## src/include/ssc_defs.svh

```systemverilog
`ifndef SSC_DEFS_SVH
`define SSC_DEFS_SVH
// ==========================================================
// register byte offsets
`define SSC_OFF_STATUS   12'h000
`define SSC_OFF_CON1     12'h004
`define SSC_OFF_CON2     12'h008
`define SSC_OFF_BUF      12'h00C
`define SSC_OFF_ADDR     12'h010
// ==========================================================
// status field positions
`define SSC_ST_SMP       7
`define SSC_ST_CKE       6
`define SSC_ST_DA        5
`define SSC_ST_P         4
`define SSC_ST_S         3
`define SSC_ST_RW        2
`define SSC_ST_UA        1
`define SSC_ST_BF        0
// control one field positions
`define SSC_C1_WRITE_COLLISION      7
`define SSC_C1_OV        6
`define SSC_C1_EN        5
`define SSC_C1_CKP       4
// control two field positions
`define SSC_C2_GENERAL_CALL_ENABLE      7
`define SSC_C2_ACK_RECEIVED_STATUS   6
`define SSC_C2_ACK_VALUE     5
`define SSC_C2_ACK_SEQUENCE_START     4
`define SSC_C2_MASTER_RECEIVE_ENABLE      3
`define SSC_C2_PEN       2
`define SSC_C2_RESTART_REQUEST      1
`define SSC_C2_SEN       0
// ==========================================================
// reset values
`define SSC_RST_STATUS   8'h00
`define SSC_RST_CON1     8'h00
`define SSC_RST_CON2     8'h00
`define SSC_RST_BUF      8'h00
`define SSC_RST_ADDR     8'h00
// ==========================================================
// half-period reload counts (pclk cycles minus one)
`define SSC_RLD_DIV4     9'h001
`define SSC_RLD_DIV16    9'h007
`define SSC_RLD_DIV64    9'h01F
`define SSC_GC_ADDR      8'h00
`endif

```

## src/include/ssc_pkg.sv

```systemverilog
package ssc_pkg;
  // ========================================================
  // operating class decoded from the mode field
  typedef enum logic [2:0] {
    SSC_SPI_MST, SSC_SPI_SLV, SSC_I2C_MST, SSC_I2C_FW, SSC_I2C_SLV, SSC_RSVD
  } ssc_mode_t;

  // events from the shift engine, same clock
  typedef struct packed {
    logic       rx_done;
    logic [7:0] rx_byte;
    logic       byte_is_data;
    logic       tx_done;
    logic       addr_match;
    logic       rw_bit;
    logic       start_det;
    logic       stop_det;
    logic       nack_det;
    logic       ack_seen;
    logic       ack_missing;
    logic       ua_need;
    logic       tx_active;
    logic [4:0] seq_done;
    logic       xfer_done;
    logic       timer_two_pulse;
  } ssc_evt_t;

  // control towards the shift engine and pin muxes
  typedef struct packed {
    ssc_mode_t  mode;
    logic       spi_pins_en;
    logic       ss_pin_used;
    logic       i2c_pins_en;
    logic       ten_bit;
    logic       ss_irq_en;
    logic       sample_at_end;
    logic       slew_limit;
    logic       smbus_thresh;
    logic       shift_act_idle;
    logic       clk_idle_high;
    logic       scl_release;
    logic       stretch_en;
    logic [4:0] seq_req;
    logic       ack_value;
  } ssc_ctl_t;
endpackage

```

## src/rtl/ssc_ctrl.sv

```systemverilog
// Design decisions made here: the APB register port and the register addresses.
`timescale 1ns/1ns
`include "ssc_defs.svh"
// What this block does
// - spi master samples at end or middle
// - i2c: sample bit selects slew limiting
// - edge bit picks shift edge, smbus thresholds
// - data/address flag tracks last byte kind
// - start/stop flags, cleared when disabled
// - slave direction bit until start/stop/nack
// - master: direction bit shows transmit busy
// - update-address flag for ten-bit slave
// - buffer full on receive or i2c transmit
// - write collision set on blocked writes
// - spi slave overflow drops new byte
// - i2c overflow when buffer still full
// - port enable hands pins to port
// - idle clock level or slave clock stretch
// - i2c mode codes decoded, reserved inactive
// - spi slave codes and brg master
// - fixed spi divisors and timer clock
// - general call address raises event
// - ack status, ack sequence sends ack value
// - sequence requests self-clear when done
// - busy i2c refuses requests and writes
// - buffer write starts baud generator in spi and i2c master modes
module ssc_ctrl (
  input  wire logic              pclk,
  input  wire logic              presetn,
  input  wire logic              psel,
  input  wire logic              penable,
  input  wire logic              pwrite,
  input  wire logic [11:0]       paddr,
  input  wire logic [31:0]       pwdata,
  output logic      [31:0]       prdata,
  output logic                   pready,
  output logic                   pslverr,
  input  wire ssc_pkg::ssc_evt_t evt,
  output ssc_pkg::ssc_ctl_t      ctl,
  output logic                   tx_load,
  output logic      [7:0]        tx_data,
  output logic                   clk_tick,
  output logic                   gc_hit
);
  // ========================================================
  // helper functions
  function automatic ssc_pkg::ssc_mode_t mode_of(input logic [3:0] m);
    case (m)
      4'hF, 4'hE, 4'h7, 4'h6: mode_of = ssc_pkg::SSC_I2C_SLV;
      4'hB:                   mode_of = ssc_pkg::SSC_I2C_FW;
      4'h8:                   mode_of = ssc_pkg::SSC_I2C_MST;
      4'hA, 4'h0, 4'h1, 4'h2, 4'h3: mode_of = ssc_pkg::SSC_SPI_MST;
      4'h4, 4'h5:             mode_of = ssc_pkg::SSC_SPI_SLV;
      default:                mode_of = ssc_pkg::SSC_RSVD;
    endcase
  endfunction

  // half-period reload; brg modes count down from the address register
  function automatic logic [8:0] reload_of(input logic [3:0] m, input logic [7:0] a);
    case (m)
      4'h0:    reload_of = `SSC_RLD_DIV4;
      4'h1:    reload_of = `SSC_RLD_DIV16;
      4'h2:    reload_of = `SSC_RLD_DIV64;
      default: reload_of = {a, 1'b1};
    endcase
  endfunction

  // ========================================================
  // register state
  logic       smp_r, cke_r, da_r, p_r, s_r, rw_slv_r, ua_r, bf_r;
  logic       write_collision_r, ov_r, en_r, ckp_r;
  logic [3:0] mode_r;
  logic       general_call_enable_r, ack_received_status_r, ack_value_r, ack_sequence_start_r, master_receive_enable_r, pen_r, restart_request_r, sen_r;
  logic [7:0] buf_r, addr_r;
  logic       brg_run_r;
  logic [8:0] brg_cnt_r;

  ssc_pkg::ssc_mode_t cls;
  logic               is_i2c, is_mst_i2c, is_slv_i2c, i2c_idle;
  logic               acc, wr, rd, wr_buf, buf_blocked, rx_take, rx_over;
  logic               seq_busy, rw_view;
  logic [7:0]         wd, stat_v, con1_v, con2_v;

  assign cls        = mode_of(mode_r);
  assign is_i2c     = (cls == ssc_pkg::SSC_I2C_MST) || (cls == ssc_pkg::SSC_I2C_FW)
                      || (cls == ssc_pkg::SSC_I2C_SLV);
  assign is_mst_i2c = (cls == ssc_pkg::SSC_I2C_MST) || (cls == ssc_pkg::SSC_I2C_FW);
  assign is_slv_i2c = (cls == ssc_pkg::SSC_I2C_SLV);

  // idle test: transmit busy or any pending request means busy
  assign seq_busy = sen_r | restart_request_r | pen_r | master_receive_enable_r | ack_sequence_start_r;
  assign i2c_idle = !(evt.tx_active | seq_busy);
  assign rw_view  = is_mst_i2c ? evt.tx_active : rw_slv_r;

  // bus strobes: effects happen at the access edge only
  assign acc = psel && penable && pready;
  assign wr  = acc && pwrite;
  assign rd  = acc && !pwrite;
  assign wd  = pwdata[7:0];

  // buffer write refusal
  assign buf_blocked = (is_mst_i2c && !i2c_idle)
                       || (cls == ssc_pkg::SSC_SPI_MST && brg_run_r)
                       || ((is_slv_i2c || cls == ssc_pkg::SSC_SPI_SLV) && evt.tx_active);
  assign wr_buf  = wr && (paddr == `SSC_OFF_BUF);

  // a completed byte is lost if the buffer is unread, spi master excepted
  assign rx_over = evt.rx_done && bf_r && (cls != ssc_pkg::SSC_SPI_MST);
  assign rx_take = evt.rx_done && !rx_over;

  // read views; reserved upper bits read zero
  assign stat_v = {smp_r, cke_r, da_r, p_r, s_r, rw_view, ua_r, bf_r};
  assign con1_v = {write_collision_r, ov_r, en_r, ckp_r, mode_r};
  assign con2_v = {general_call_enable_r, ack_received_status_r, ack_value_r, ack_sequence_start_r, master_receive_enable_r, pen_r, restart_request_r, sen_r};

  // ========================================================
  // apb slave: zero wait states, answer prepared in setup cycle
  always_ff @(posedge pclk or negedge presetn) begin
    if (!presetn) begin
      pready  <= 1'b0;
      pslverr <= 1'b0;
      prdata  <= 32'h0000_0000;
    end else begin
      pready  <= psel && !penable;
      pslverr <= 1'b0;
      if (psel && !penable) begin
        case (paddr)
          `SSC_OFF_STATUS: prdata <= {24'h00_0000, stat_v};
          `SSC_OFF_CON1:   prdata <= {24'h00_0000, con1_v};
          `SSC_OFF_CON2:   prdata <= {24'h00_0000, con2_v};
          `SSC_OFF_BUF:    prdata <= {24'h00_0000, buf_r};
          `SSC_OFF_ADDR:   prdata <= {24'h00_0000, addr_r};
          default: begin
            prdata  <= 32'h0000_0000;
            pslverr <= 1'b1;
          end
        endcase
      end
    end
  end

  // ========================================================
  // status: only sample and edge bits are writable
  always_ff @(posedge pclk or negedge presetn) begin
    if (!presetn) begin
      smp_r <= 1'b0;
      cke_r <= 1'b0;
    end else if (wr && paddr == `SSC_OFF_STATUS) begin
      smp_r <= wd[`SSC_ST_SMP];
      cke_r <= wd[`SSC_ST_CKE];
    end
  end

  // data/address, start and stop flags
  always_ff @(posedge pclk or negedge presetn) begin
    if (!presetn) begin
      da_r <= 1'b0;
      p_r  <= 1'b0;
      s_r  <= 1'b0;
    end else if (!en_r) begin
      p_r  <= 1'b0;
      s_r  <= 1'b0;
    end else if (is_i2c) begin
      if (evt.rx_done || evt.tx_done)
        da_r <= evt.byte_is_data;
      if (evt.start_det) begin
        s_r <= 1'b1;
        p_r <= 1'b0;
      end else if (evt.stop_det) begin
        p_r <= 1'b1;
        s_r <= 1'b0;
      end
    end
  end

  // slave direction capture, void after start, stop or nack
  always_ff @(posedge pclk or negedge presetn) begin
    if (!presetn) begin
      rw_slv_r <= 1'b0;
    end else if (is_slv_i2c && evt.addr_match) begin
      rw_slv_r <= evt.rw_bit;
    end else if (evt.start_det || evt.stop_det || evt.nack_det) begin
      rw_slv_r <= 1'b0;
    end
  end

  // update-address request, cleared when software reloads the address
  always_ff @(posedge pclk or negedge presetn) begin
    if (!presetn) begin
      ua_r <= 1'b0;
    end else if (is_slv_i2c && evt.ua_need) begin
      ua_r <= 1'b1;
    end else if (wr && paddr == `SSC_OFF_ADDR) begin
      ua_r <= 1'b0;
    end
  end

  // buffer full: later terms win, so a fresh byte beats a read
  always_ff @(posedge pclk or negedge presetn) begin
    if (!presetn) begin
      bf_r <= 1'b0;
    end else begin
      if (rd && paddr == `SSC_OFF_BUF)
        bf_r <= 1'b0;
      if (is_i2c && evt.tx_done)
        bf_r <= 1'b0;
      if (is_i2c && wr_buf && !buf_blocked)
        bf_r <= 1'b1;
      if (rx_take)
        bf_r <= 1'b1;
    end
  end

  // shift buffer: software load or accepted received byte
  always_ff @(posedge pclk or negedge presetn) begin
    if (!presetn) begin
      buf_r <= `SSC_RST_BUF;
    end else if (rx_take) begin
      buf_r <= evt.rx_byte;
    end else if (wr_buf && !buf_blocked) begin
      buf_r <= wd;
    end
  end

  // ========================================================
  // control one: sticky flags clear by writing zero, set wins
  always_ff @(posedge pclk or negedge presetn) begin
    if (!presetn) begin
      write_collision_r <= 1'b0;
      ov_r   <= 1'b0;
    end else begin
      if (wr && paddr == `SSC_OFF_CON1 && !wd[`SSC_C1_WRITE_COLLISION])
        write_collision_r <= 1'b0;
      if (wr && paddr == `SSC_OFF_CON1 && !wd[`SSC_C1_OV])
        ov_r <= 1'b0;
      if (wr_buf && buf_blocked)
        write_collision_r <= 1'b1;
      if (rx_over && (is_i2c || cls == ssc_pkg::SSC_SPI_SLV))
        ov_r <= 1'b1;
    end
  end

  // enable, polarity and mode fields
  always_ff @(posedge pclk or negedge presetn) begin
    if (!presetn) begin
      en_r   <= 1'b0;
      ckp_r  <= 1'b0;
      mode_r <= 4'h0;
    end else if (wr && paddr == `SSC_OFF_CON1) begin
      en_r   <= wd[`SSC_C1_EN];
      ckp_r  <= wd[`SSC_C1_CKP];
      mode_r <= wd[3:0];
    end
  end

  // address / baud register
  always_ff @(posedge pclk or negedge presetn) begin
    if (!presetn) begin
      addr_r <= `SSC_RST_ADDR;
    end else if (wr && paddr == `SSC_OFF_ADDR) begin
      addr_r <= wd;
    end
  end

  // ========================================================
  // control two: plain bits and the ack status
  always_ff @(posedge pclk or negedge presetn) begin
    if (!presetn) begin
      general_call_enable_r    <= 1'b0;
      ack_value_r   <= 1'b0;
      ack_received_status_r <= 1'b0;
    end else begin
      if (wr && paddr == `SSC_OFF_CON2) begin
        general_call_enable_r  <= wd[`SSC_C2_GENERAL_CALL_ENABLE];
        ack_value_r <= wd[`SSC_C2_ACK_VALUE];
      end
      if (is_i2c && evt.ack_seen)
        ack_received_status_r <= evt.ack_missing;
    end
  end

  // sequencing requests: in i2c master modes set by software only when idle, done clears
  // them; a done pulse beats a same-cycle write of the same bit
  always_ff @(posedge pclk or negedge presetn) begin
    if (!presetn) begin
      ack_sequence_start_r <= 1'b0;
      master_receive_enable_r  <= 1'b0;
      pen_r   <= 1'b0;
      restart_request_r  <= 1'b0;
      sen_r   <= 1'b0;
    end else if (!en_r) begin
      ack_sequence_start_r <= 1'b0;
      master_receive_enable_r  <= 1'b0;
      pen_r   <= 1'b0;
      restart_request_r  <= 1'b0;
      sen_r   <= 1'b0;
    end else if (is_mst_i2c) begin
      if (wr && paddr == `SSC_OFF_CON2 && i2c_idle) begin
        ack_sequence_start_r <= wd[`SSC_C2_ACK_SEQUENCE_START];
        master_receive_enable_r  <= wd[`SSC_C2_MASTER_RECEIVE_ENABLE];
        pen_r   <= wd[`SSC_C2_PEN];
        restart_request_r  <= wd[`SSC_C2_RESTART_REQUEST];
        sen_r   <= wd[`SSC_C2_SEN];
      end
      if (evt.seq_done[4]) ack_sequence_start_r <= 1'b0;
      if (evt.seq_done[3]) master_receive_enable_r  <= 1'b0;
      if (evt.seq_done[2]) pen_r   <= 1'b0;
      if (evt.seq_done[1]) restart_request_r  <= 1'b0;
      if (evt.seq_done[0]) sen_r   <= 1'b0;
    end else if (wr && paddr == `SSC_OFF_CON2) begin
      sen_r <= wd[`SSC_C2_SEN];
    end
  end

  // ========================================================
  // baud generator: runs from a buffer load or a master request
  // until the engine reports the transfer finished
  always_ff @(posedge pclk or negedge presetn) begin
    if (!presetn) begin
      brg_run_r <= 1'b0;
    end else if (!en_r || evt.xfer_done) begin
      brg_run_r <= 1'b0;
    end else if (wr_buf && !buf_blocked
                 && (cls == ssc_pkg::SSC_SPI_MST || is_mst_i2c)) begin
      brg_run_r <= 1'b1;
    end else if (is_mst_i2c && seq_busy) begin
      brg_run_r <= 1'b1;
    end
  end

  // half-period counter; zero or tiny reloads are software's problem
  always_ff @(posedge pclk or negedge presetn) begin
    if (!presetn) begin
      brg_cnt_r <= 9'h000;
      clk_tick  <= 1'b0;
    end else if (!brg_run_r) begin
      brg_cnt_r <= reload_of(mode_r, addr_r);
      clk_tick  <= 1'b0;
    end else if (mode_r == 4'h3) begin
      clk_tick  <= evt.timer_two_pulse;
    end else if (brg_cnt_r == 9'h000) begin
      brg_cnt_r <= reload_of(mode_r, addr_r);
      clk_tick  <= 1'b1;
    end else begin
      brg_cnt_r <= brg_cnt_r - 9'h001;
      clk_tick  <= 1'b0;
    end
  end

  // ========================================================
  // event and data outputs
  always_ff @(posedge pclk or negedge presetn) begin
    if (!presetn) begin
      tx_load <= 1'b0;
      tx_data <= 8'h00;
      gc_hit  <= 1'b0;
    end else begin
      tx_load <= wr_buf && !buf_blocked;
      if (wr_buf && !buf_blocked)
        tx_data <= wd;
      gc_hit  <= is_slv_i2c && general_call_enable_r && evt.rx_done && !evt.byte_is_data
                 && (evt.rx_byte == `SSC_GC_ADDR);
    end
  end

  // control word towards engine and pin muxes, one cycle behind
  always_ff @(posedge pclk or negedge presetn) begin
    if (!presetn) begin
      ctl <= '0;
    end else begin
      ctl.mode           <= cls;
      ctl.spi_pins_en    <= en_r && (cls == ssc_pkg::SSC_SPI_MST
                                     || cls == ssc_pkg::SSC_SPI_SLV);
      ctl.ss_pin_used    <= en_r && (mode_r == 4'h4);
      ctl.i2c_pins_en    <= en_r && is_i2c;
      ctl.ten_bit        <= is_slv_i2c && mode_r[0];
      ctl.ss_irq_en      <= is_slv_i2c && mode_r[3];
      ctl.sample_at_end  <= (cls == ssc_pkg::SSC_SPI_MST) && smp_r;
      ctl.slew_limit     <= is_i2c && !smp_r;
      ctl.smbus_thresh   <= is_i2c && cke_r;
      ctl.shift_act_idle <= !is_i2c && cke_r;
      ctl.clk_idle_high  <= !is_i2c && ckp_r;
      ctl.scl_release    <= !is_slv_i2c || ckp_r;
      ctl.stretch_en     <= is_slv_i2c && sen_r;
      ctl.seq_req        <= {ack_sequence_start_r, master_receive_enable_r, pen_r, restart_request_r, sen_r} & {5{is_mst_i2c}};
      ctl.ack_value      <= ack_value_r;
    end
  end
endmodule

```

## config.mk

```make
export PLATFORM = sky130hd
export DESIGN_NAME = ssc_ctrl
export DESIGN_NICKNAME = d
export VERILOG_FILES = /design/src/include/ssc_pkg.sv /design/src/rtl/ssc_ctrl.sv
export VERILOG_INCLUDE_DIRS = /design/src /design/src/include
export SDC_FILE = /design/constraint.sdc
export NUM_CORES = 1
export LEC_CHECK = 0
export BUFFER_PORTS_ARGS = -buffer_cell sky130_fd_sc_hd__clkbuf_2
export CAP_MARGIN = 20
export CORE_ASPECT_RATIO = 1.2
export CORE_MARGIN = 4
export CORE_UTILIZATION = 56
export DETAILED_ROUTE_END_ITERATION = 10
export GPL_TIMING_DRIVEN = 1
export PLACE_DENSITY = 0.86
export SYNTH_ARGS = -nofsm -noshare
export SYNTH_HDL_FRONTEND = slang
export SYNTH_SLANG_ARGS = --single-unit
```

## constraint.sdc

```tcl
create_clock -name pclk -period 3.6 [get_ports pclk]
set_input_delay 0.36 -clock pclk [delete_from_list [all_inputs] [get_ports pclk]]
set_output_delay 0.36 -clock pclk [all_outputs]
set_load 0.03 [all_outputs]
```

==> results.md <==
* Status: finished, final reports clean
* Ant. Diodes at 0
* CP Class: register to register
* Yosys Warn Count at 0
* Fill count at 632
* Clock transition at path regs at 0.09 ns
* Starting Density at 57.5%
* Post-synth EDFFs at 0
* Fin crit period at 2.76 ns
* Tcrit/Tclk final at 76.6%
* Wire length per cell at 18.2 um
* Largest area contributor in the netlist: sky130_fd_sc_hd__dfrtp_1
* Finish-stage setup viols at 0
* Startpoint types: register
* Reg2Reg Depth at 8
* Die height at 108 um
* Num ports at 142
* Final routed DRC violation total at 0
* Avg Vias per Cell at 6.03
* Slew at the pin with the worst max-slew slack at 1.04 ns
* Area of the core at 0.00815 mm2
* Max-capacitance violation count at 0
* Setup repair bufs after CTS at 0
* Clock Latency Late Sink at 0.37 ns
* Setup Skew at 0.00823 ns
* Proportion of power drawn by flip-flops and latches at 53.3%
* Count of endpoints failing hold in the final timing report at 0
* Pin count of the biggest net entering global routing at 80
* Sw Pwr at 0.478 mW
* Root buffer cell: sky130_fd_sc_hd__clkbuf_8
* Standby leakage power at 2.68 nW
* Sum of negative setup slack at 0 ns
* Worst min path class: primary input to asynchronous set/reset pin
* Core Rows at 36
* Die area at 0.00990 mm2
* Post-synthesis sequential area ratio at 49.1%
* DP Worst Slack at 0.912 ns
* Part of the power in the clock network at 39.2%
* VDD IR-drop max at 0.000218 V
* RD Place Congestion at 0.925
* Combinational group share of total power at 7.5%
* Number of global-route vias before repair at 3937
* PnR worst setup slack at 0.841 ns
* Inserted Clock Buffers at 9
* Share of cells above drive strength 1 at 27.4%
* Total GRT Usage at 25.2%
* CTS Hold Buffers Added at 0
* Commonest non-fill, non-tap cells in the layout: 92 x sky130_fd_sc_hd__dfrtp_1, 92 x sky130_fd_sc_hd__clkbuf_2, 46 x sky130_fd_sc_hd__nand2_1
* Violation count after the first detailed-route iteration at 324
* Number of gates resized after cts at 0
* Power density of the placed cells at 367 mW/mm2
* Switching fraction of total power at 24.3%
* Post-synthesis instance total at 456
* R2r setup slk at 0.84 ns
* Synthesized flop and latch total at 92
* Primary flip-flop cell chosen by synthesis mapping: sky130_fd_sc_hd__dfrtp_1
* Port buffer count at 93
* Element type at the critical path end: register
* Final wirelength at 12.1 mm
* Detail Placement HPWL at 8.91 mm
* Dpl cells at 650
* Chip width at 91.5 um
* Post-synthesis to final-layout area growth at 14.8%
* RSZ-0062 raised after global routing: false
* Initial antenna violation count at 0
* Cell internal power dissipation at 1.49 mW
* Post-layout net count at 628
* First-pass GRT wire length at 19.5 mm
* Global-route congestion overflow total at 0
* Total iterations of the first detailed-routing run at 5
* Worst-path maximum fanout at 16
* Critical R2R Launch: mode_r[0]$_DFFE_PN0P_
* Maximum clock path buffer count at 2
* Hold Worst Slack at 0.137 ns
* Cells taking the most area after synthesis: sky130_fd_sc_hd__dfrtp_1 49%, sky130_fd_sc_hd__mux2_2 5.3%, sky130_fd_sc_hd__buf_4 4.2%, sky130_fd_sc_hd__nand2_1 3.7%, sky130_fd_sc_hd__o21ai_0 3.1%
* Maximum clock rate at 0.362 GHz
* Number of pins exceeding their max-slew limit in the final report at 0
* Share of flip-flops with an asynchronous set or reset at 100%
* Arrival time at the worst endpoint at 3.05 ns
* Number of distinct standard cells referenced by the synthesized netlist at 68
* Average footprint of a synthesized cell at 10.3 um2
* Final instance count without filler cells at 665
* WP data required at 3.89 ns
* CTS sink cnt at 92
* Via count of the routed design at 4007
* Yosys top cell area share at 49.1%
* Clock tree from TritonCTS: done
* CTS H-tree depth at 3
* Relative max-transition margin at 30.0%
* FF-to-FF End: buf_r[7]$_DFFE_PN0P_
* Post-synthesis cell area at 0.00468 mm2
* Number of routed nets with antenna violations at 0
## layout make-up
type / instances / area [um2] / area share (%)
flip-flops and latches: 92 / 2300 / 42.8
multi-input cells: 334 / 2160 / 40.1
repair buffers: 98 / 505 / 9.40
well taps: 114 / 143 / 2.65
clock buffers: 10 / 138 / 2.56
clock inverters: 5 / 85.1 / 1.58
inverters: 12 / 45.0 / 0.838
## registers in the layout, indices dropped and copies added, names as in the netlist, 4 cells and up
name,count
tx_data,8
brg_cnt_r,9
addr_r,8
mode_r,4
ctl,21
buf_r,8
prdata,8
## cells in the mapped netlist (7+ instances only)
master,n
sky130_fd_sc_hd__mux2_2,22
sky130_fd_sc_hd__dfrtp_1,92
sky130_fd_sc_hd__a31oi_1,12
sky130_fd_sc_hd__o21ai_0,29
sky130_fd_sc_hd__o21ai_1,10
sky130_fd_sc_hd__buf_4,26
sky130_fd_sc_hd__and3_1,7
sky130_fd_sc_hd__a21oi_1,15
sky130_fd_sc_hd__nand3_1,16
sky130_fd_sc_hd__inv_1,12
sky130_fd_sc_hd__and2_1,16
sky130_fd_sc_hd__nor2_1,24
sky130_fd_sc_hd__nor3_1,9
sky130_fd_sc_hd__clkbuf_1,9
sky130_fd_sc_hd__nand2_1,46
sky130_fd_sc_hd__mux2i_1,13
## power groups by stage
stage          Clock (mW)  Combinational [mW]  Sequential [mW]
3_5_place_dp            0               0.146             1.07
4_1_cts             0.783               0.147             1.05
2_1_floorplan           0              0.0900             1.07
3_3_place_gp            0               0.143             1.07
5_1_grt             0.827               0.161             1.05
6_report            0.772               0.148             1.05
## logic make-up (layout without fill, tap and decap cells)
logic type / count (synthesis) / after routing / synth area share, %
AO/OA/AOI/OAI: 114 / 114 / 16.7
XOR/XNOR: 1 / 1 / 0.187
adder cells (fa/ha/maj): 5 / 5 / 1.34
buffers and inverters: 53 / 125 / 6.62
flip-flops: 92 / 92 / 49.1
multiplexers: 36 / 36 / 8.31
other: 1 / 24 / 0.0801
AND/OR/NAND/NOR: 154 / 154 / 17.6
## layer usage
layer / GRT usage (%) / vias to the layer above / wire, um
met5: 0 / - / 0
met4: 10.9 / 0 / 396
met3: 5.57 / 44 / 938
met2: 42.7 / 217 / 6060
met1: 31.2 / 1957 / 4710
li1: - / 1789 / -
## worst max-delay path, stage by stage (launching register included)
cell and delay, ns:
sky130_fd_sc_hd__dfrtp_1 0.52, sky130_fd_sc_hd__inv_1 0.13, sky130_fd_sc_hd__ha_1 0.41, sky130_fd_sc_hd__nor4b_4 0.27, sky130_fd_sc_hd__buf_4 0.24, sky130_fd_sc_hd__a2bb2oi_2 0.28, sky130_fd_sc_hd__a32o_2 0.47, sky130_fd_sc_hd__o21ai_0 0.16
sky130_fd_sc_hd__a31oi_1 0.21
## metrics by stage
stage | power, mW | utilization [%] | instance area [um2]
4_1_cts | 1.98 | 65.9 | 5380
3_5_place_dp | 1.22 | 63.2 | 5150
2_1_floorplan | 1.16 | - | 4770
6_report | 1.97 | 65.9 | 5380
3_3_place_gp | 1.21 | 63.2 | 5150
5_1_grt | 2.04 | 65.9 | 5380
## worst max path at each step
stage / start / endpoint / slack [ns]
floorplan: mode_r[0]$_DFFE_PN0P_ / buf_r[3]$_DFFE_PN0P_ / 1.33
global placement: mode_r[0]$_DFFE_PN0P_ / buf_r[5]$_DFFE_PN0P_ / 1.00
detailed placement: mode_r[0]$_DFFE_PN0P_ / buf_r[7]$_DFFE_PN0P_ / 0.91
CTS: mode_r[0]$_DFFE_PN0P_ / buf_r[7]$_DFFE_PN0P_ / 0.88
global route: mode_r[0]$_DFFE_PN0P_ / buf_r[7]$_DFFE_PN0P_ / 0.72
finish: mode_r[0]$_DFFE_PN0P_ / buf_r[7]$_DFFE_PN0P_ / 0.84
Power figures use the tool's default switching activity.
